<file path="src/logic/dpr_cfg.svh">
// register offsets, reset values, writable masks and field positions of the
// demodulator/synthesizer control bank; definitions only.
`ifndef DPR_CFG_SVH
`define DPR_CFG_SVH

// serial frame layout: read flag, 7-bit address, 16-bit data, msb first
`define DPR_ADDR_W 7
`define DPR_DATA_W 16
`define DPR_CMD_BITS 5'h08
`define DPR_FRAME_BITS 5'h18

// register offsets
`define DPR_OFS_BALUN 7'h30
`define DPR_OFS_MIXER 7'h31
`define DPR_OFS_BBMODE0 7'h32
`define DPR_OFS_DCNULL 7'h33
`define DPR_OFS_BBBIAS 7'h34
`define DPR_OFS_PFD2 7'h40
`define DPR_OFS_DITH1 7'h42
`define DPR_OFS_SEED 7'h43
`define DPR_OFS_DIVSM 7'h44
`define DPR_OFS_BANDCTL 7'h45
`define DPR_OFS_BANDRB 7'h46
`define DPR_OFS_OSCSET 7'h49

// reset values
`define DPR_RST_BALUN 16'h0000
`define DPR_RST_MIXER 16'h1101
`define DPR_RST_BBMODE0 16'h0900
`define DPR_RST_DCNULL 16'h0000
`define DPR_RST_BBBIAS 16'h0b00
`define DPR_RST_PFD2 16'h0010
`define DPR_RST_DITH1 16'h000e
`define DPR_RST_SEED 16'h0001
`define DPR_RST_DIVSM 16'h0000
`define DPR_RST_BANDCTL 16'h0000
`define DPR_RST_BANDRB 16'h0000
`define DPR_RST_OSCSET 16'h16bd

// writable bits (BANDRB: readback bits, not writable); all others read zero
`define DPR_MSK_BALUN 16'h00ee
`define DPR_MSK_MIXER 16'h1def
`define DPR_MSK_BBMODE0 16'hffff
`define DPR_MSK_DCNULL 16'hffff
`define DPR_MSK_BBBIAS 16'h0f00
`define DPR_MSK_PFD2 16'h007f
`define DPR_MSK_DITH1 16'h000f
`define DPR_MSK_SEED 16'hffff
`define DPR_MSK_DIVSM 16'h0001
`define DPR_MSK_BANDCTL 16'h00ff
`define DPR_MSK_BANDRB 16'h003f
`define DPR_MSK_OSCSET 16'h3fff

// field positions (lsb)
`define DPR_POS_BAL_COUT 5
`define DPR_POS_BAL_CIN 1
`define DPR_POS_MIX_BIAS 10
`define DPR_POS_RES_TRIM 5
`define DPR_POS_CAP_TRIM 0
`define DPR_POS_DC_I 8
`define DPR_POS_DC_Q 0
`define DPR_POS_BB_BIAS 10
`define DPR_POS_BW_MODE 8
`define DPR_POS_ABL_DLY 5
`define DPR_POS_CP_CTRL 2
`define DPR_POS_EDGE 0
`define DPR_POS_DITH_EN 3
`define DPR_POS_DITH_MAG 1
`define DPR_POS_DITH_VAL 0
`define DPR_POS_AUTOCAL_DIS 0
`define DPR_POS_BAND_SRC 7
`define DPR_POS_BAND 0
`define DPR_POS_SET1 9
`define DPR_POS_SET0 0

`endif

</file>
<file path="src/logic/dpr_pkg.sv">
// types of the demodulator/synthesizer control bank
// assumes dpr_cfg.svh is compiled alongside
package dpr_pkg;

  typedef enum logic [1:0] {
    DPR_IDLE = 2'b00,
    DPR_CMD = 2'b01,
    DPR_WDATA = 2'b10,
    DPR_RDATA = 2'b11
  } dpr_phase_type;

  typedef struct packed {
    logic level_q;
  } dpr_edge_state_type;

  typedef struct packed {
    dpr_phase_type phase;
    logic [4:0] bit_cnt;
    logic [7:0] cmd;
    logic [15:0] shift;
    logic [6:0] addr;
    logic sdo;
    logic drive;
    logic [15:0] balun;
    logic [15:0] mixer;
    logic [15:0] bbmode0;
    logic [15:0] dcnull;
    logic [15:0] bbbias;
    logic [15:0] pfd2;
    logic [15:0] dith1;
    logic [15:0] seed;
    logic [15:0] divsm;
    logic [15:0] bandctl;
    logic [15:0] bandrb;
    logic [15:0] oscset;
  } dpr_regs_state_type;

endpackage : dpr_pkg

</file>
<file path="src/logic/dpr_edge_detect.sv">
// edge detector for a level sampled on mclk
// assumes the level is already synchronous to mclk
`timescale 1ns/1ps
module dpr_edge_detect (
  input wire logic mclk,
  input wire logic sys_rst,
  input wire logic ce,
  input wire logic level,
  output logic rise,
  output logic fall
);

  dpr_pkg::dpr_edge_state_type st_r;
  dpr_pkg::dpr_edge_state_type st_nxt;

  always_comb begin
    st_nxt = st_r;
    st_nxt.level_q = level;
  end

  always_ff @(posedge mclk or posedge sys_rst) begin
    if (sys_rst) begin
      st_r <= '0;
    end else if (ce) begin
      st_r <= st_nxt;
    end
  end

  assign rise = ce & level & ~st_r.level_q;
  assign fall = ce & ~level & st_r.level_q;

endmodule : dpr_edge_detect

</file>
<file path="src/logic/dpr_regs.sv">
// control and readback register bank of the demodulator and synthesizer,
// reached over the three-wire serial interface.
// assumes serial pins are synchronous to mclk and sclk is slower than mclk/2.
`timescale 1ns/1ps
`include "dpr_cfg.svh"

module dpr_regs (
  input wire logic mclk,
  input wire logic sys_rst,
  input wire logic ce,
  input wire logic serial_cs_n,
  input wire logic serial_sclk,
  input wire logic serial_sdio_in,
  output logic serial_sdio_out,
  output logic serial_sdio_oe_n,
  input wire logic [6:0] cal_band,
  output logic [6:0] osc_band_sel,
  output logic autocal_disable,
  output logic [2:0] balun_out_cap,
  output logic [2:0] balun_in_cap,
  output logic [2:0] demod_bias,
  output logic [3:0] linearizer_resistor_trim,
  output logic [3:0] linearizer_capacitor_trim,
  output logic [15:0] baseband_mode0_word,
  output logic inphase_dc_null_neg,
  output logic [6:0] inphase_dc_null_mag,
  output logic quadrature_dc_null_neg,
  output logic [6:0] quadrature_dc_null_mag,
  output logic [1:0] baseband_bias,
  output logic [1:0] baseband_gain_bw_mode,
  output logic [1:0] antibacklash_delay,
  output logic [2:0] charge_pump_control,
  output logic [1:0] detector_edge_select,
  output logic dither_enable,
  output logic [1:0] dither_magnitude,
  output logic dither_value,
  output logic [15:0] dither_seed_word,
  output logic osc_band_source,
  output logic [4:0] osc_setting_hi,
  output logic [8:0] osc_setting_lo
);

  dpr_pkg::dpr_regs_state_type st_r;
  dpr_pkg::dpr_regs_state_type st_nxt;
  logic sclk_rise;
  logic sclk_fall;
  logic [7:0] cmd_full;
  logic [15:0] wdata_full;
  logic [6:0] band_mux;

  dpr_edge_detect u_sclk_edge (
    .mclk(mclk),
    .sys_rst(sys_rst),
    .ce(ce),
    .level(serial_sclk),
    .rise(sclk_rise),
    .fall(sclk_fall)
  );

  // register read decode; unmapped addresses read zero
  function automatic logic [15:0] read_word(
    input logic [6:0] a,
    input dpr_pkg::dpr_regs_state_type s
  );
    logic [15:0] w;
    w = 16'h0000;
    case (a)
      `DPR_OFS_BALUN: w = s.balun;
      `DPR_OFS_MIXER: w = s.mixer;
      `DPR_OFS_BBMODE0: w = s.bbmode0;
      `DPR_OFS_DCNULL: w = s.dcnull;
      `DPR_OFS_BBBIAS: w = s.bbbias;
      `DPR_OFS_PFD2: w = s.pfd2;
      `DPR_OFS_DITH1: w = s.dith1;
      `DPR_OFS_SEED: w = s.seed;
      `DPR_OFS_DIVSM: w = s.divsm;
      `DPR_OFS_BANDCTL: w = s.bandctl;
      `DPR_OFS_BANDRB: w = s.bandrb;
      `DPR_OFS_OSCSET: w = s.oscset;
      default: w = 16'h0000;
    endcase
    return w;
  endfunction : read_word

  assign cmd_full = {st_r.cmd[6:0], serial_sdio_in};
  assign wdata_full = {st_r.shift[14:0], serial_sdio_in};

  // band fed to the oscillator: host value when source bit set, else calibration
  assign band_mux = st_r.bandctl[`DPR_POS_BAND_SRC] ?
                    st_r.bandctl[`DPR_POS_BAND +: 7] : cal_band;

  always_comb begin
    st_nxt = st_r;
    // readback follows bits 5:0 of the band mux every cycle
    st_nxt.bandrb = {10'h000, band_mux[5:0]} & `DPR_MSK_BANDRB;
    if (serial_cs_n) begin
      st_nxt.phase = dpr_pkg::DPR_IDLE;
      st_nxt.bit_cnt = 5'h00;
      st_nxt.drive = 1'b0;
      st_nxt.sdo = 1'b0;
    end else begin
      case (st_r.phase)
        dpr_pkg::DPR_IDLE: begin
          st_nxt.phase = dpr_pkg::DPR_CMD;
          st_nxt.bit_cnt = 5'h00;
          st_nxt.cmd = 8'h00;
          if (sclk_rise) begin
            st_nxt.cmd = {7'h00, serial_sdio_in};
            st_nxt.bit_cnt = 5'h01;
          end
        end
        dpr_pkg::DPR_CMD: begin
          if (sclk_rise && st_r.bit_cnt < `DPR_FRAME_BITS) begin
            st_nxt.cmd = cmd_full;
            st_nxt.bit_cnt = st_r.bit_cnt + 5'h01;
            if (st_r.bit_cnt == `DPR_CMD_BITS - 5'h01) begin
              st_nxt.addr = cmd_full[6:0];
              if (cmd_full[7]) begin
                st_nxt.phase = dpr_pkg::DPR_RDATA;
                st_nxt.shift = read_word(cmd_full[6:0], st_r);
              end else begin
                st_nxt.phase = dpr_pkg::DPR_WDATA;
                st_nxt.shift = 16'h0000;
              end
            end
          end
        end
        dpr_pkg::DPR_WDATA: begin
          if (sclk_rise && st_r.bit_cnt < `DPR_FRAME_BITS) begin
            st_nxt.shift = wdata_full;
            st_nxt.bit_cnt = st_r.bit_cnt + 5'h01;
            if (st_r.bit_cnt == `DPR_FRAME_BITS - 5'h01) begin
              case (st_r.addr)
                `DPR_OFS_BALUN: st_nxt.balun = wdata_full & `DPR_MSK_BALUN;
                `DPR_OFS_MIXER: st_nxt.mixer = wdata_full & `DPR_MSK_MIXER;
                `DPR_OFS_BBMODE0: st_nxt.bbmode0 = wdata_full & `DPR_MSK_BBMODE0;
                `DPR_OFS_DCNULL: st_nxt.dcnull = wdata_full & `DPR_MSK_DCNULL;
                `DPR_OFS_BBBIAS: st_nxt.bbbias = wdata_full & `DPR_MSK_BBBIAS;
                `DPR_OFS_PFD2: st_nxt.pfd2 = wdata_full & `DPR_MSK_PFD2;
                `DPR_OFS_DITH1: st_nxt.dith1 = wdata_full & `DPR_MSK_DITH1;
                `DPR_OFS_SEED: st_nxt.seed = wdata_full & `DPR_MSK_SEED;
                `DPR_OFS_DIVSM: st_nxt.divsm = wdata_full & `DPR_MSK_DIVSM;
                `DPR_OFS_BANDCTL: st_nxt.bandctl = wdata_full & `DPR_MSK_BANDCTL;
                `DPR_OFS_OSCSET: st_nxt.oscset = wdata_full & `DPR_MSK_OSCSET;
                default: st_nxt.shift = wdata_full;
              endcase
            end
          end
        end
        dpr_pkg::DPR_RDATA: begin
          if (sclk_rise && st_r.bit_cnt < `DPR_FRAME_BITS) begin
            st_nxt.bit_cnt = st_r.bit_cnt + 5'h01;
          end
          // present next bit after each falling edge while the data phase lasts
          if (sclk_fall && st_r.bit_cnt < `DPR_FRAME_BITS) begin
            st_nxt.sdo = st_r.shift[15];
            st_nxt.shift = {st_r.shift[14:0], 1'b0};
            st_nxt.drive = 1'b1;
          end
          if (sclk_fall && st_r.bit_cnt == `DPR_FRAME_BITS) begin
            st_nxt.drive = 1'b0;
          end
        end
        default: begin
          st_nxt.phase = dpr_pkg::DPR_IDLE;
        end
      endcase
    end
  end

  always_ff @(posedge mclk or posedge sys_rst) begin
    if (sys_rst) begin
      st_r.phase <= dpr_pkg::DPR_IDLE;
      st_r.bit_cnt <= 5'h00;
      st_r.cmd <= 8'h00;
      st_r.shift <= 16'h0000;
      st_r.addr <= 7'h00;
      st_r.sdo <= 1'b0;
      st_r.drive <= 1'b0;
      st_r.balun <= `DPR_RST_BALUN;
      st_r.mixer <= `DPR_RST_MIXER;
      st_r.bbmode0 <= `DPR_RST_BBMODE0;
      st_r.dcnull <= `DPR_RST_DCNULL;
      st_r.bbbias <= `DPR_RST_BBBIAS;
      st_r.pfd2 <= `DPR_RST_PFD2;
      st_r.dith1 <= `DPR_RST_DITH1;
      st_r.seed <= `DPR_RST_SEED;
      st_r.divsm <= `DPR_RST_DIVSM;
      st_r.bandctl <= `DPR_RST_BANDCTL;
      st_r.bandrb <= `DPR_RST_BANDRB;
      st_r.oscset <= `DPR_RST_OSCSET;
    end else if (ce) begin
      st_r <= st_nxt;
    end
  end

  assign serial_sdio_out = st_r.sdo;
  assign serial_sdio_oe_n = ~st_r.drive;
  assign osc_band_sel = band_mux;
  assign autocal_disable = st_r.divsm[`DPR_POS_AUTOCAL_DIS];
  assign balun_out_cap = st_r.balun[`DPR_POS_BAL_COUT +: 3];
  assign balun_in_cap = st_r.balun[`DPR_POS_BAL_CIN +: 3];
  assign demod_bias = st_r.mixer[`DPR_POS_MIX_BIAS +: 3];
  assign linearizer_resistor_trim = st_r.mixer[`DPR_POS_RES_TRIM +: 4];
  assign linearizer_capacitor_trim = st_r.mixer[`DPR_POS_CAP_TRIM +: 4];
  assign baseband_mode0_word = st_r.bbmode0;
  // sign and magnitude split; 0x80 and 0x00 both give zero current
  assign inphase_dc_null_neg = st_r.dcnull[`DPR_POS_DC_I + 7];
  assign inphase_dc_null_mag = st_r.dcnull[`DPR_POS_DC_I +: 7];
  assign quadrature_dc_null_neg = st_r.dcnull[`DPR_POS_DC_Q + 7];
  assign quadrature_dc_null_mag = st_r.dcnull[`DPR_POS_DC_Q +: 7];
  assign baseband_bias = st_r.bbbias[`DPR_POS_BB_BIAS +: 2];
  assign baseband_gain_bw_mode = st_r.bbbias[`DPR_POS_BW_MODE +: 2];
  assign antibacklash_delay = st_r.pfd2[`DPR_POS_ABL_DLY +: 2];
  assign charge_pump_control = st_r.pfd2[`DPR_POS_CP_CTRL +: 3];
  assign detector_edge_select = st_r.pfd2[`DPR_POS_EDGE +: 2];
  assign dither_enable = st_r.dith1[`DPR_POS_DITH_EN];
  assign dither_magnitude = st_r.dith1[`DPR_POS_DITH_MAG +: 2];
  assign dither_value = st_r.dith1[`DPR_POS_DITH_VAL];
  assign dither_seed_word = st_r.seed;
  assign osc_band_source = st_r.bandctl[`DPR_POS_BAND_SRC];
  assign osc_setting_hi = st_r.oscset[`DPR_POS_SET1 +: 5];
  assign osc_setting_lo = st_r.oscset[`DPR_POS_SET0 +: 9];

endmodule : dpr_regs

</file>
<file path="config.mk">
export PLATFORM = sky130hd
export DESIGN_NAME = dpr_regs
export DESIGN_NICKNAME = d
export VERILOG_FILES = /design/src/logic/dpr_pkg.sv /design/src/logic/dpr_edge_detect.sv /design/src/logic/dpr_regs.sv
export VERILOG_INCLUDE_DIRS = /design/src /design/src/logic
export SDC_FILE = /design/constraint.sdc
export NUM_CORES = 1
export LEC_CHECK = 0
export BUFFER_PORTS_ARGS = -buffer_cell sky130_fd_sc_hd__clkbuf_2
export CAP_MARGIN = 20
export CORE_UTILIZATION = 52
export DETAILED_ROUTE_END_ITERATION = 8
export PLACE_DENSITY = 0.76
export SYNTH_ARGS = -nofsm -noshare
export SYNTH_HDL_FRONTEND = slang
export SYNTH_SLANG_ARGS = --single-unit
</file>
<file path="constraint.sdc">
create_clock -name mclk -period 3.9 [get_ports mclk]
set_input_delay 0.195 -clock mclk [delete_from_list [all_inputs] [get_ports mclk]]
set_output_delay 0.195 -clock mclk [all_outputs]
set_load 0.02 [all_outputs]
</file>
Word level (Yosys, flattened, before mapping). Index checks and enable logic that the tools add are counted. W data, S select, Z words.

Equality and inequality tests: 36. Reductions and logical operators: 29. Multiplexer cells: 20. Bitwise operators: 8. $add $sub $neg: 1. Order comparisons: 1.

Operators with widths (number): $pmux W16 S12 (1); $eq A7 B7 Y1 const B (13); $eq A7 B6 Y1 const B (10); $reduce_and A6 Y1 (11); $mux W16 (3); $pmux W16 S3 (1); $mux W38 (1); $mux W23 (1); $pmux W5 S3 (1); $mux W7 (2); $pmux W7 S2 (1); $eq A5 B5 Y1 const B (2); $mux W9 (1); $reduce_and A3 Y1 (3); $reduce_bool A3 Y1 (3); $mux W2 (4); $ne A2 B2 Y1 const B (4); $reduce_and A4 Y1 (2); $reduce_and A7 Y1 (1); $ne A3 B3 Y1 const B (2); $reduce_bool A2 Y1 (3); $add A5 B1 Y5 const B (1); $eq A5 B3 Y1 const B (1); $lt A5 B5 Y1 const B (1); 12 further kinds (22).

Input bits: 13. Output and inout bits: 105. Flip-flop bits (word level): 149. Logic and storage cells: 115.

Logic depth before layout (Yosys ltp). Gate-level depths: netlist of the first run.

Word-level depth: 8. Depth in mapped cells: 8. Mapped depth without buffers: 6.

By module. A second synthesis of the first run with hierarchy kept.

Cell total of the unflattened synthesis: 715. Area total of the unflattened synthesis: 8104.0 um^2.

By module, submodules not included: dpr_regs (instances 1, cells each 710, seq. area each 3731.1 um^2, area an instance 8040.2 um^2); dpr_edge_detect (instances 1, cells each 5, seq. area each 25.0 um^2, area an instance 63.8 um^2).

Worst setup path after synthesis of the first run. No wires, ideal clock.

Path type: reg-to-reg. From: register st_r[225] (netlist name). To: register st_r (netlist bit demod_bias[0]). Setup slack: 1.893 ns. Data arrival time: 1.882 ns. Library setup time: 0.125 ns. Clock period less this slack: 2.007 ns. Path buffers: 1. Cell stages (with the launch flop): 8. Cells stage by stage: dfrtp_1 ha_1 nand4b_1 nor4b_4 and2_1 and3_1 buf_2 mux2_2.

Cells in the longest elaborated chain, start to end: 3. Elaborated cells between the ends (all ways): 4. Classes of those cells: 1 x order compare; 1 x eq/ne; 2 x reduce/logical.

Ends and longest elaborated chain: start: declaration (line dpr_regs.sv:43) `dpr_pkg::dpr_regs_state_type st_r;`; start signal: assignment (line dpr_regs.sv:193) `st_r <= st_nxt;`; $lt A5 B5 Y1 (no source line); $logic_and A1 B1 Y1 (no source line); $reduce_and A6 Y1 (no source line) (*).

Every way passes the cells marked *; elsewhere a longest branch is shown, timed or not. A chain may end at the register's enable or synchronous reset.

Worst setup path after layout of the first run.
From: register st_r (netlist bit cmd_full[5]). To: register st_r[204] (netlist name).

Cells in the longest elaborated chain, start to end: 6. Elaborated cells between the ends (all ways): 17. Classes of those cells: 12 x eq/ne; 5 x mux.

Ends and longest elaborated chain: $eq A7 B7 Y1 / $eq A7 B6 Y1 (equally long branches) (line dpr_regs.sv:67) `case (a)`; $pmux W16 S12 (*) (line dpr_regs.sv:67); $mux W16 (*) (line dpr_regs.sv:118) `if (cmd_full[7]) begin`; $mux W23 (*) (line dpr_regs.sv:116) `` if (st_r.bit_cnt == `DPR_CMD_BITS - 5'h01) begin ``; $mux W38 (*) (line dpr_regs.sv:113) `` if (sclk_rise && st_r.bit_cnt < `DPR_FRAME_BITS) begin ``; $pmux W16 S3 (*) (line dpr_regs.sv:102) `case (st_r.phase)`.

Every way passes the cells marked *; elsewhere a longest branch is shown, timed or not. The select of a mux whose other input is x is not followed.

==> results of run 1 <==
## stage by stage
stage	area (sq um)	cells	hold slack, ps	setup slack (ps)	util
after floorplan	8160	727	347	1850	-
after global placement	8180	924	475	1330	0.536
after detailed placement	8180	924	487	1180	0.536
after CTS	8880	956	32.2	1090	0.582
after global routing	8900	959	80.6	1060	0.583
final	8900	959	-50.6	1100	0.583
## power groups by stage
stage                     sequential [mW]  clock (mW)  combinational [mW]
after floorplan                      1.59           0               0.111
after global placement               1.61           0               0.139
after detailed placement             1.61           0               0.143
after CTS                            1.58        1.95               0.143
after global routing                 1.58        2.02               0.159
final                                1.58        1.94               0.145
## Yosys cell counts (12+ instances only)
library cell	n	area [sq um]
nand4_1	13	81.3
mux2_2	118	1330
buf_2	14	70.1
a21oi_1	13	65.1
nor2_1	32	120
a22oi_1	18	135
a31oi_1	17	106
buf_4	97	728
nand2_1	37	139
nand3_1	12	60.1
dfrtp_1	127	3180
dfstp_2	22	578
clkbuf_1	24	90.1
o21ai_0	22	110
## path summary, 6_finish.rpt
path                                         start                                  to  slack (ps)  cells after the start
max                        cmd_full[5]$_DFFE_PP0P_               st_r[204]$_DFFE_PP0P_        1100                      5
min                                        sys_rst     dither_seed_word[6]$_DFFE_PP0P_         -50                      3
max reg2reg                cmd_full[5]$_DFFE_PP0P_               st_r[204]$_DFFE_PP0P_        1100                      5
min reg2reg                   st_r[16]$_DFFE_PP0P_                st_r[16]$_DFFE_PP0P_         530                      1
max in group asynchronous                  sys_rst  inphase_dc_null_mag[3]$_DFFE_PP0P_        3300                      3
min in group mclk                      serial_sclk        u_sclk_edge.st_r$_DFFE_PP0P_         100                      2
## layout make-up
type	instances	area [sq um]	share of cell area
Sequential cell	149	3760	0.422
Multi-Input combinational cell	426	3440	0.386
Clock buffer	23	478	0.0537
Tap cell	211	264	0.0297
Timing Repair Buffer	132	709	0.0797
Inverter	9	37.5	0.00422
Clock inverter	9	220	0.0247
## flip-flops by register name, indices dropped and copies added (netlist names), 5 cells and up
name                    flops
st_r                       44
osc_setting_hi              5
quadrature_dc_null_mag      7
baseband_mode0_word        16
cmd_full                    7
inphase_dc_null_mag         7
osc_setting_lo              9
dither_seed_word           16
## layer usage
metal  up-vias  global-route usage  part of all wire
met4         0               0.121             0.032
li1       2570                   -                 -
met2       316               0.433              0.48
met5         -                   0                 0
met3        53              0.0570             0.069
met1      3058               0.355              0.42
## cells by family after synthesis
logic type	Yosys count
AND/OR/NAND/NOR	166
buffers and inverters	152
flip-flops	149
multiplexers	133
AO/OA/AOI/OAI	124
adder cells (fa/ha/maj)	2
XOR/XNOR	1
## critical path, stage by stage, from the launching register on
cell and delay [ps]:
dfrtp_1 670, and3b_1 930, nand2_1 460, a21oi_1 280, o31ai_1 120, a31oi_1 230
==> metrics.csv, run 1 <==
metric,value,unit
status,finished with violations,
failing checks,hold timing,
Fmax,0.357,GHz
Switching Fraction,0.204,
initial antenna violation count,0,
leak pwr,4.31,nW
Yosys warnings,0,
CTS Hold Bufs,0,
Via density,6.25,
via count,5997,
Comb pwr share,0.040,
largest family of logic cells by synthesized area,multiplexers,
hold crit path type,input pin to asynchronous set/reset pin,
Clk pwr share,0.529,
Antenna Cells,0,
Worst-Skew Late Latency,430,ps
post-CTS sizing,0,
Pwr Total,3.67,mW
DP HPWL,14.2,mm
Core Area,15300,sq um
TNS Setup,0,ps
Routed Wire Length,21.3,mm
grt total ovfl,0,
final setup fails,0,
crit path DAT,3130,ps
clk buf depth,2,
total I/O pin count,118,
Min Hold Slack,-50.6,ps
"commonest non-fill, non-tap cells in the layout","dfrtp_1 (127), clkbuf_2 (119), mux2_2 (118)",
TritonRoute pass-1 iters,5,
global-route wire length before repair,32.8,mm
max-cap violation count,0,
Final Cycle Share,0.717,
syn nets,742,
PortBufs,117,
die height,127,microns
CTS tree,built,
DIE WIDTH,127,microns
Cell Pwr Density,412,nW/um^2
critical path startpoint category,flip-flop,
Yosys cell types,66,
RSZ-0062 raised after global routing,no,
clk sink count,149,
Post-Syn Area,8160,sq um
Mapped Cells,727,
number of synthesized flops with an enable pin,0,
routability cong.,0.866,
Initial DRC Count,548,
crit end category,flip-flop,
Flop pwr share,0.431,
fin. max-slew vios,0,
Mapped Avg Cell Area,11.2,sq um
"commonest non-fill, non-tap cell in the layout",dfrtp_1,
CTS root buffer,clkbuf_16,
final worst path period need,2800,ps
Filler cells,1203,
Setup CP Type,flip-flop to flip-flop,
pin count of the biggest net entering global routing,150,
internal cell power,2.92,mW
post-synthesis adder-cell area fraction,0.00307,
maximum vdd ir drop,0.000286,V
Residual DRC,0,
number of global-route vias before repair,5942,
GRT Total Usage,0.270,
Post-synth ARST share,1.00,
#FFs+latches synth,149,
Rows,45,
CTS buffer count,17,
register area share after synthesis,0.461,
H-tree level count,4,
Routed wire per std cell,22.2,microns
Final ANT Viol Nets,0,
Max-slew headroom,0.309,
Critical Path RT,4230,ps
Post-CTS Setup Bufs,0,
mux cell area share after synthesis,0.187,
layout cells sized above 1,0.437,
complex-gate fraction of the synthesized area,0.106,
Worst Max-Slew Pin Slew,1030,ps
"Max FO, Critical Path",23,
clk slew on worst S/H paths,60,ps
"Hold Violations, Final",29,
Layout Skew,6.29,ps
Total Nets Final,750,
Psw,747,uW
xor/xnor share of the synthesized area,0.00107,
Area growth syn-to-layout,9.14,%
die area,16200,sq um
Initial Utilization,0.534,
Main synth FF type,dfrtp_1,
Post-Synth Simple-Gate Area,0.123,
(Power assumes the default switching activity.)
==> run 2: changes to the inputs <==
--- a/config.mk
+++ b/config.mk
@@ -8,9 +8,9 @@
 export LEC_CHECK = 0
 export BUFFER_PORTS_ARGS = -buffer_cell sky130_fd_sc_hd__clkbuf_2
 export CAP_MARGIN = 20
-export CORE_UTILIZATION = 52
+export CORE_UTILIZATION = 55
 export DETAILED_ROUTE_END_ITERATION = 8
-export PLACE_DENSITY = 0.76
+export PLACE_DENSITY = 0.77
 export SYNTH_ARGS = -nofsm -noshare
 export SYNTH_HDL_FRONTEND = slang
 export SYNTH_SLANG_ARGS = --single-unit
==> constraint.sdc (replaced) <==
create_clock -name mclk -period 2.7 [get_ports mclk]
set_input_delay 0.135 -clock mclk [delete_from_list [all_inputs] [get_ports mclk]]
set_output_delay 0.135 -clock mclk [all_outputs]
set_load 0.02 [all_outputs]
==> metrics.csv, run 2 (synthesis gave the netlist of run 1 again) <==
metric,value,unit
status,"complete, no violations",
leak pwr,4.33,nW
Clk pwr share,0.463,
GRT Total Usage,0.290,
critical path startpoint category,flip-flop,
clk buf depth,2,
Setup CP Type,flip-flop to flip-flop,
CTS root buffer,clkbuf_16,
Filler cells,1133,
Critical Path Source,cmd_full[4]$_DFFE_PP0P_,
Worst-Skew Late Latency,420,ps
Final Cycle Share,0.883,
Residual DRC,0,
PnR worst setup slack,316,ps
CTS tree,built,
Flop pwr share,0.490,
TNS Setup,0,ps
"Most flops, register",st_r,
TritonRoute pass-1 iters,5,
Core Area,14500,sq um
Critical R2R Launch,cmd_full[4]$_DFFE_PP0P_,
Layout Skew,5.63,ps
Cell Pwr Density,526,nW/um^2
initial antenna violation count,0,
die height,124,microns
via count,6035,
routability cong.,0.930,
clk sink count,149,
PortBufs,117,
final setup fails,0,
CTS buffer count,17,
Antenna Cells,0,
Total Nets Final,767,
crit end category,flip-flop,
max-cap violation count,0,
Post-CTS Setup Bufs,0,
"Hold Violations, Final",0,
total I/O pin count,118,
Fmax,0.419,GHz
CTS Hold Bufs,1,
"commonest non-fill, non-tap cells in the layout","dfrtp_1 (127), mux2_2 (118), clkbuf_2 (117)",
DIE WIDTH,124,microns
Critical Path RT,3050,ps
Initial Utilization,0.563,
fin. max-slew vios,0,
Via density,6.36,
Switching Fraction,0.223,
layout cells sized above 1,0.446,
Rows,44,
Final ANT Viol Nets,0,
Area growth syn-to-layout,8.62,%
"Max FO, Critical Path",15,
Max-slew headroom,0.484,
Routed Wire Length,21.3,mm
post-CTS sizing,0,
Routed wire per std cell,22.4,microns
HP Start,serial_sclk,
Initial DRC Count,555,
Psw,1.04,mW
internal cell power,3.62,mW
DP HPWL,14.6,mm
grt total ovfl,0,
"commonest non-fill, non-tap cell in the layout",dfrtp_1,
hold crit path type,input pin to flip-flop,
RSZ-0062 raised after global routing,no,
Largest register FFs,44,
setup slack at placement,423,ps
maximum vdd ir drop,0.000400,V
die area,15300,sq um
final worst path period need,2380,ps
global-route wire length before repair,32.6,mm
clk slew on worst S/H paths,60,ps
H-tree level count,4,
crit path DAT,2730,ps
Worst Max-Slew Pin Slew,768,ps
pin count of the biggest net entering global routing,75,
number of global-route vias before repair,5965,
Comb pwr share,0.047,
run 2: cell types whose count changed in the layout (fill, tap and decap cells not counted), moves of 2 or more:
cell / previous run / this run
buf_4: 11 / 29
clkbuf_2: 119 / 117
clkbuf_1: 3 / 6
bufinv_16: 7 / 0
clkbuf_8: 3 / 5
run 2: final cells by class:
class | count | area [sq um] | area share
multi-input cells | 426 | 3440 | 0.389
clock inverters | 4 | 22.5 | 0.00254
clock buffers | 28 | 517 | 0.0583
flip-flops and latches | 149 | 3760 | 0.424
well taps | 184 | 230 | 0.0260
inverters | 9 | 37.5 | 0.00424
repair buffers | 149 | 853 | 0.0963
run 2: layer usage:
layer	global-route usage	routed length [microns]	vias to the layer above
met5	0	0	-
met4	0.154	820	0
met3	0.0714	1640	85
met2	0.464	10300	297
met1	0.361	8520	3049
li1	-	-	2604
run 2: critical path, stage by stage, from the launching register on:
cell      delay, ps
dfrtp_1         650
and3b_1         620
nand2_1         420
o211ai_1        300
a32oi_1         130
a21oi_1         180
run 2: power groups by stage:
| stage | Sequential (mW) | Combinational, mW | Clock [mW] |
|---|---|---|---|
| final | 2.28 | 0.221 | 2.16 |
| after global routing | 2.28 | 0.244 | 2.28 |
| after CTS | 2.28 | 0.222 | 2.19 |
| after detailed placement | 2.32 | 0.219 | 0 |
| after global placement | 2.32 | 0.212 | 0 |
| after floorplan | 2.30 | 0.160 | 0 |
run 2: final timing paths:
check                                                  end  slack (ps)  depth (start not counted)
min in group asynchronous  dither_seed_word[8]$_DFFE_PP0P_         380                          3
setup / recovery                     st_r[213]$_DFFE_PP0P_         320                          5
hold / removal                u_sclk_edge.st_r$_DFFE_PP0P_          30                          2
setup reg to reg                     st_r[213]$_DFFE_PP0P_         320                          5
max in group asynchronous    osc_setting_hi[0]$_DFFE_PP1P_        1480                          4
hold reg to reg                       st_r[19]$_DFFE_PP0P_         510                          1
run 2: metrics by stage:
| step | hold slack (ps) | total power, mW | instances | utilization | cell area (sq um) |
|---|---|---|---|---|---|
| 2_1_floorplan | 287 | 2.46 | 727 | - | 8160 |
| 3_3_place_gp | 274 | 2.53 | 916 | 0.574 | 8310 |
| 3_5_place_dp | 289 | 2.54 | 916 | 0.574 | 8310 |
| 4_1_cts | 12.7 | 4.69 | 949 | 0.612 | 8860 |
| 5_1_grt | 48.6 | 4.80 | 949 | 0.612 | 8860 |
| 6_report | 28.1 | 4.66 | 949 | 0.612 | 8860 |
==> run 3: changes to the inputs <==
--- a/config.mk
+++ b/config.mk
@@ -8,6 +8,7 @@
 export LEC_CHECK = 0
 export BUFFER_PORTS_ARGS = -buffer_cell sky130_fd_sc_hd__clkbuf_2
 export CAP_MARGIN = 20
+export CORE_MARGIN = 8
 export CORE_UTILIZATION = 55
 export DETAILED_ROUTE_END_ITERATION = 8
 export PLACE_DENSITY = 0.77
==> constraint.sdc (replaced) <==
create_clock -name mclk -period 2.7 [get_ports mclk]
set_input_delay 0.135 -clock mclk [delete_from_list [all_inputs] [get_ports mclk]]
set_output_delay 0.135 -clock mclk [all_outputs]
set_load 0.01 [all_outputs]
==> metrics.csv, run 3 (synthesis gave the netlist of run 1 again) <==
metric,value,unit
critical path startpoint category,flip-flop,
"Largest delay share family, worst path",simple AND/OR/NAND/NOR gates,
Post-CTS Setup Bufs,0,
Comb pwr share,0.045,
"commonest non-fill, non-tap cells in the layout","dfrtp_1 (127), mux2_2 (118), clkbuf_2 (117)",
Inst Count DP,914,
Critical Path RT,3010,ps
Setup CP Type,flip-flop to flip-flop,
CTS root buffer,clkbuf_16,
Largest register FFs,44,
CP Cell Sequence,"ha_1, nand4b_1, nor4b_4, and3_4, nand4b_4, mux2_4",
fin. max-slew vios,0,
routability cong.,0.927,
H-tree level count,4,
Via density,6.43,
leak pwr,4.33,nW
Initial Utilization,0.561,
Antenna Cells,0,
internal cell power,3.79,mW
clk slew on worst S/H paths,60,ps
crit end category,flip-flop,
clk sink count,149,
Final Non-Filler Cells,947,
layout cells sized above 1,0.452,
met2 usage,0.385,
CTS tree,built,
Area growth syn-to-layout,9.17,%
hold crit path type,input pin to flip-flop,
Pwr Total,4.91,mW
Worst Max-Slew Pin Slew,800,ps
number of global-route vias before repair,6048,
Layout Skew,8.15,ps
"Hold Violations, Final",0,
Rows,44,
Psw,1.12,mW
WP buf/inv,0,
total I/O pin count,118,
max-cap violation count,0,
TritonRoute pass-1 iters,7,
met3 Track Usage GR,0.0711,
die area,19000,sq um
"Max FO, Critical Path",14,
Initial DRC Count,595,
maximum vdd ir drop,0.000446,V
"Most flops, register",st_r,
GRT Total Usage,0.238,
Cell Pwr Density,552,nW/um^2
Routed wire per std cell,23.4,microns
PortBufs,117,
met1 Resource Use GR,0.287,
grt total ovfl,0,
DP HPWL,15.5,mm
Final Cell Area,8900,sq um
post-CTS sizing,0,
Residual DRC,0,
final setup fails,0,
Worst-Skew Late Latency,430,ps
Flop pwr share,0.465,
RSZ-0062 raised after global routing,no,
status,"complete, no violations",
Final ANT Viol Nets,0,
clk buf depth,2,
Clk pwr share,0.491,
die height,138,microns
"commonest non-fill, non-tap cell in the layout",dfrtp_1,
DIE WIDTH,138,microns
Switching Fraction,0.228,
Core Area,14500,sq um
pin count of the biggest net entering global routing,63,
final worst path period need,2330,ps
Util after Layout,0.613,
Max-slew headroom,0.466,
Fmax,0.430,GHz
CTS buffer count,17,
CP max stage delay,420,ps
placed inst area,8290,sq um
GRT Max-Usage Layer,met2,
Routed Wire Length,22.2,mm
crit path DAT,2640,ps
crit path max-delay cell type,mux2_4,
TNS Setup,0,ps
initial antenna violation count,1,
Total Nets Final,765,
Final Cycle Share,0.861,
global-route wire length before repair,34.4,mm
via count,6091,
## run 3: power by group through the flow
stage | logic [mW] | clock network, mW | registers, mW
finish | 0.220 | 2.41 | 2.28
global route | 0.241 | 2.52 | 2.28
CTS | 0.221 | 2.43 | 2.28
detailed placement | 0.217 | 0 | 2.32
global placement | 0.209 | 0 | 2.32
floorplan | 0.155 | 0 | 2.30
## run 3: metrics by stage
stage	hold WS (ps)	worst slack, ps
after floorplan	287	693
after global placement	290	502
after detailed placement	301	415
after CTS	28.8	395
after global routing	45.5	279
final	45.6	374
## run 3: area by class of cell
class,count,area (sq um)
Inverter,9,37.5
Tap cell,184,230
Clock inverter,14,160
Timing Repair Buffer,147,838
Multi-Input combinational cell,426,3440
Sequential cell,149,3760
Fill cell,1128,5630
Clock buffer,18,439
## run 3: timing repair
item | CTS | global route
hold buffers | 1 | 0
hold endpoints to repair | 29 | 0
setup endpoints to repair | 0 | 0
## run 3: layer usage
metal	share of wire	wire, microns
met1	0.38	8440
met2	0.49	10900
met3	0.097	2160
met4	0.033	725
met5	0.00045	10
## run 3: worst paths after layout
check	startpoint	to	slack, ps	cells after the start
max	st_r[225]$_DFFE_PP0P_	osc_setting_lo[6]$_DFFE_PP0P_	370	6
min	serial_sclk	u_sclk_edge.st_r$_DFFE_PP0P_	50	2
max reg2reg	st_r[225]$_DFFE_PP0P_	osc_setting_lo[6]$_DFFE_PP0P_	370	6
min reg2reg	st_r[16]$_DFFE_PP0P_	st_r[16]$_DFFE_PP0P_	510	1
max in group asynchronous	sys_rst	dither_enable$_DFFE_PP1P_	1500	4
min in group asynchronous	sys_rst	quadrature_dc_null_mag[6]$_DFFE_PP0P_	390	3
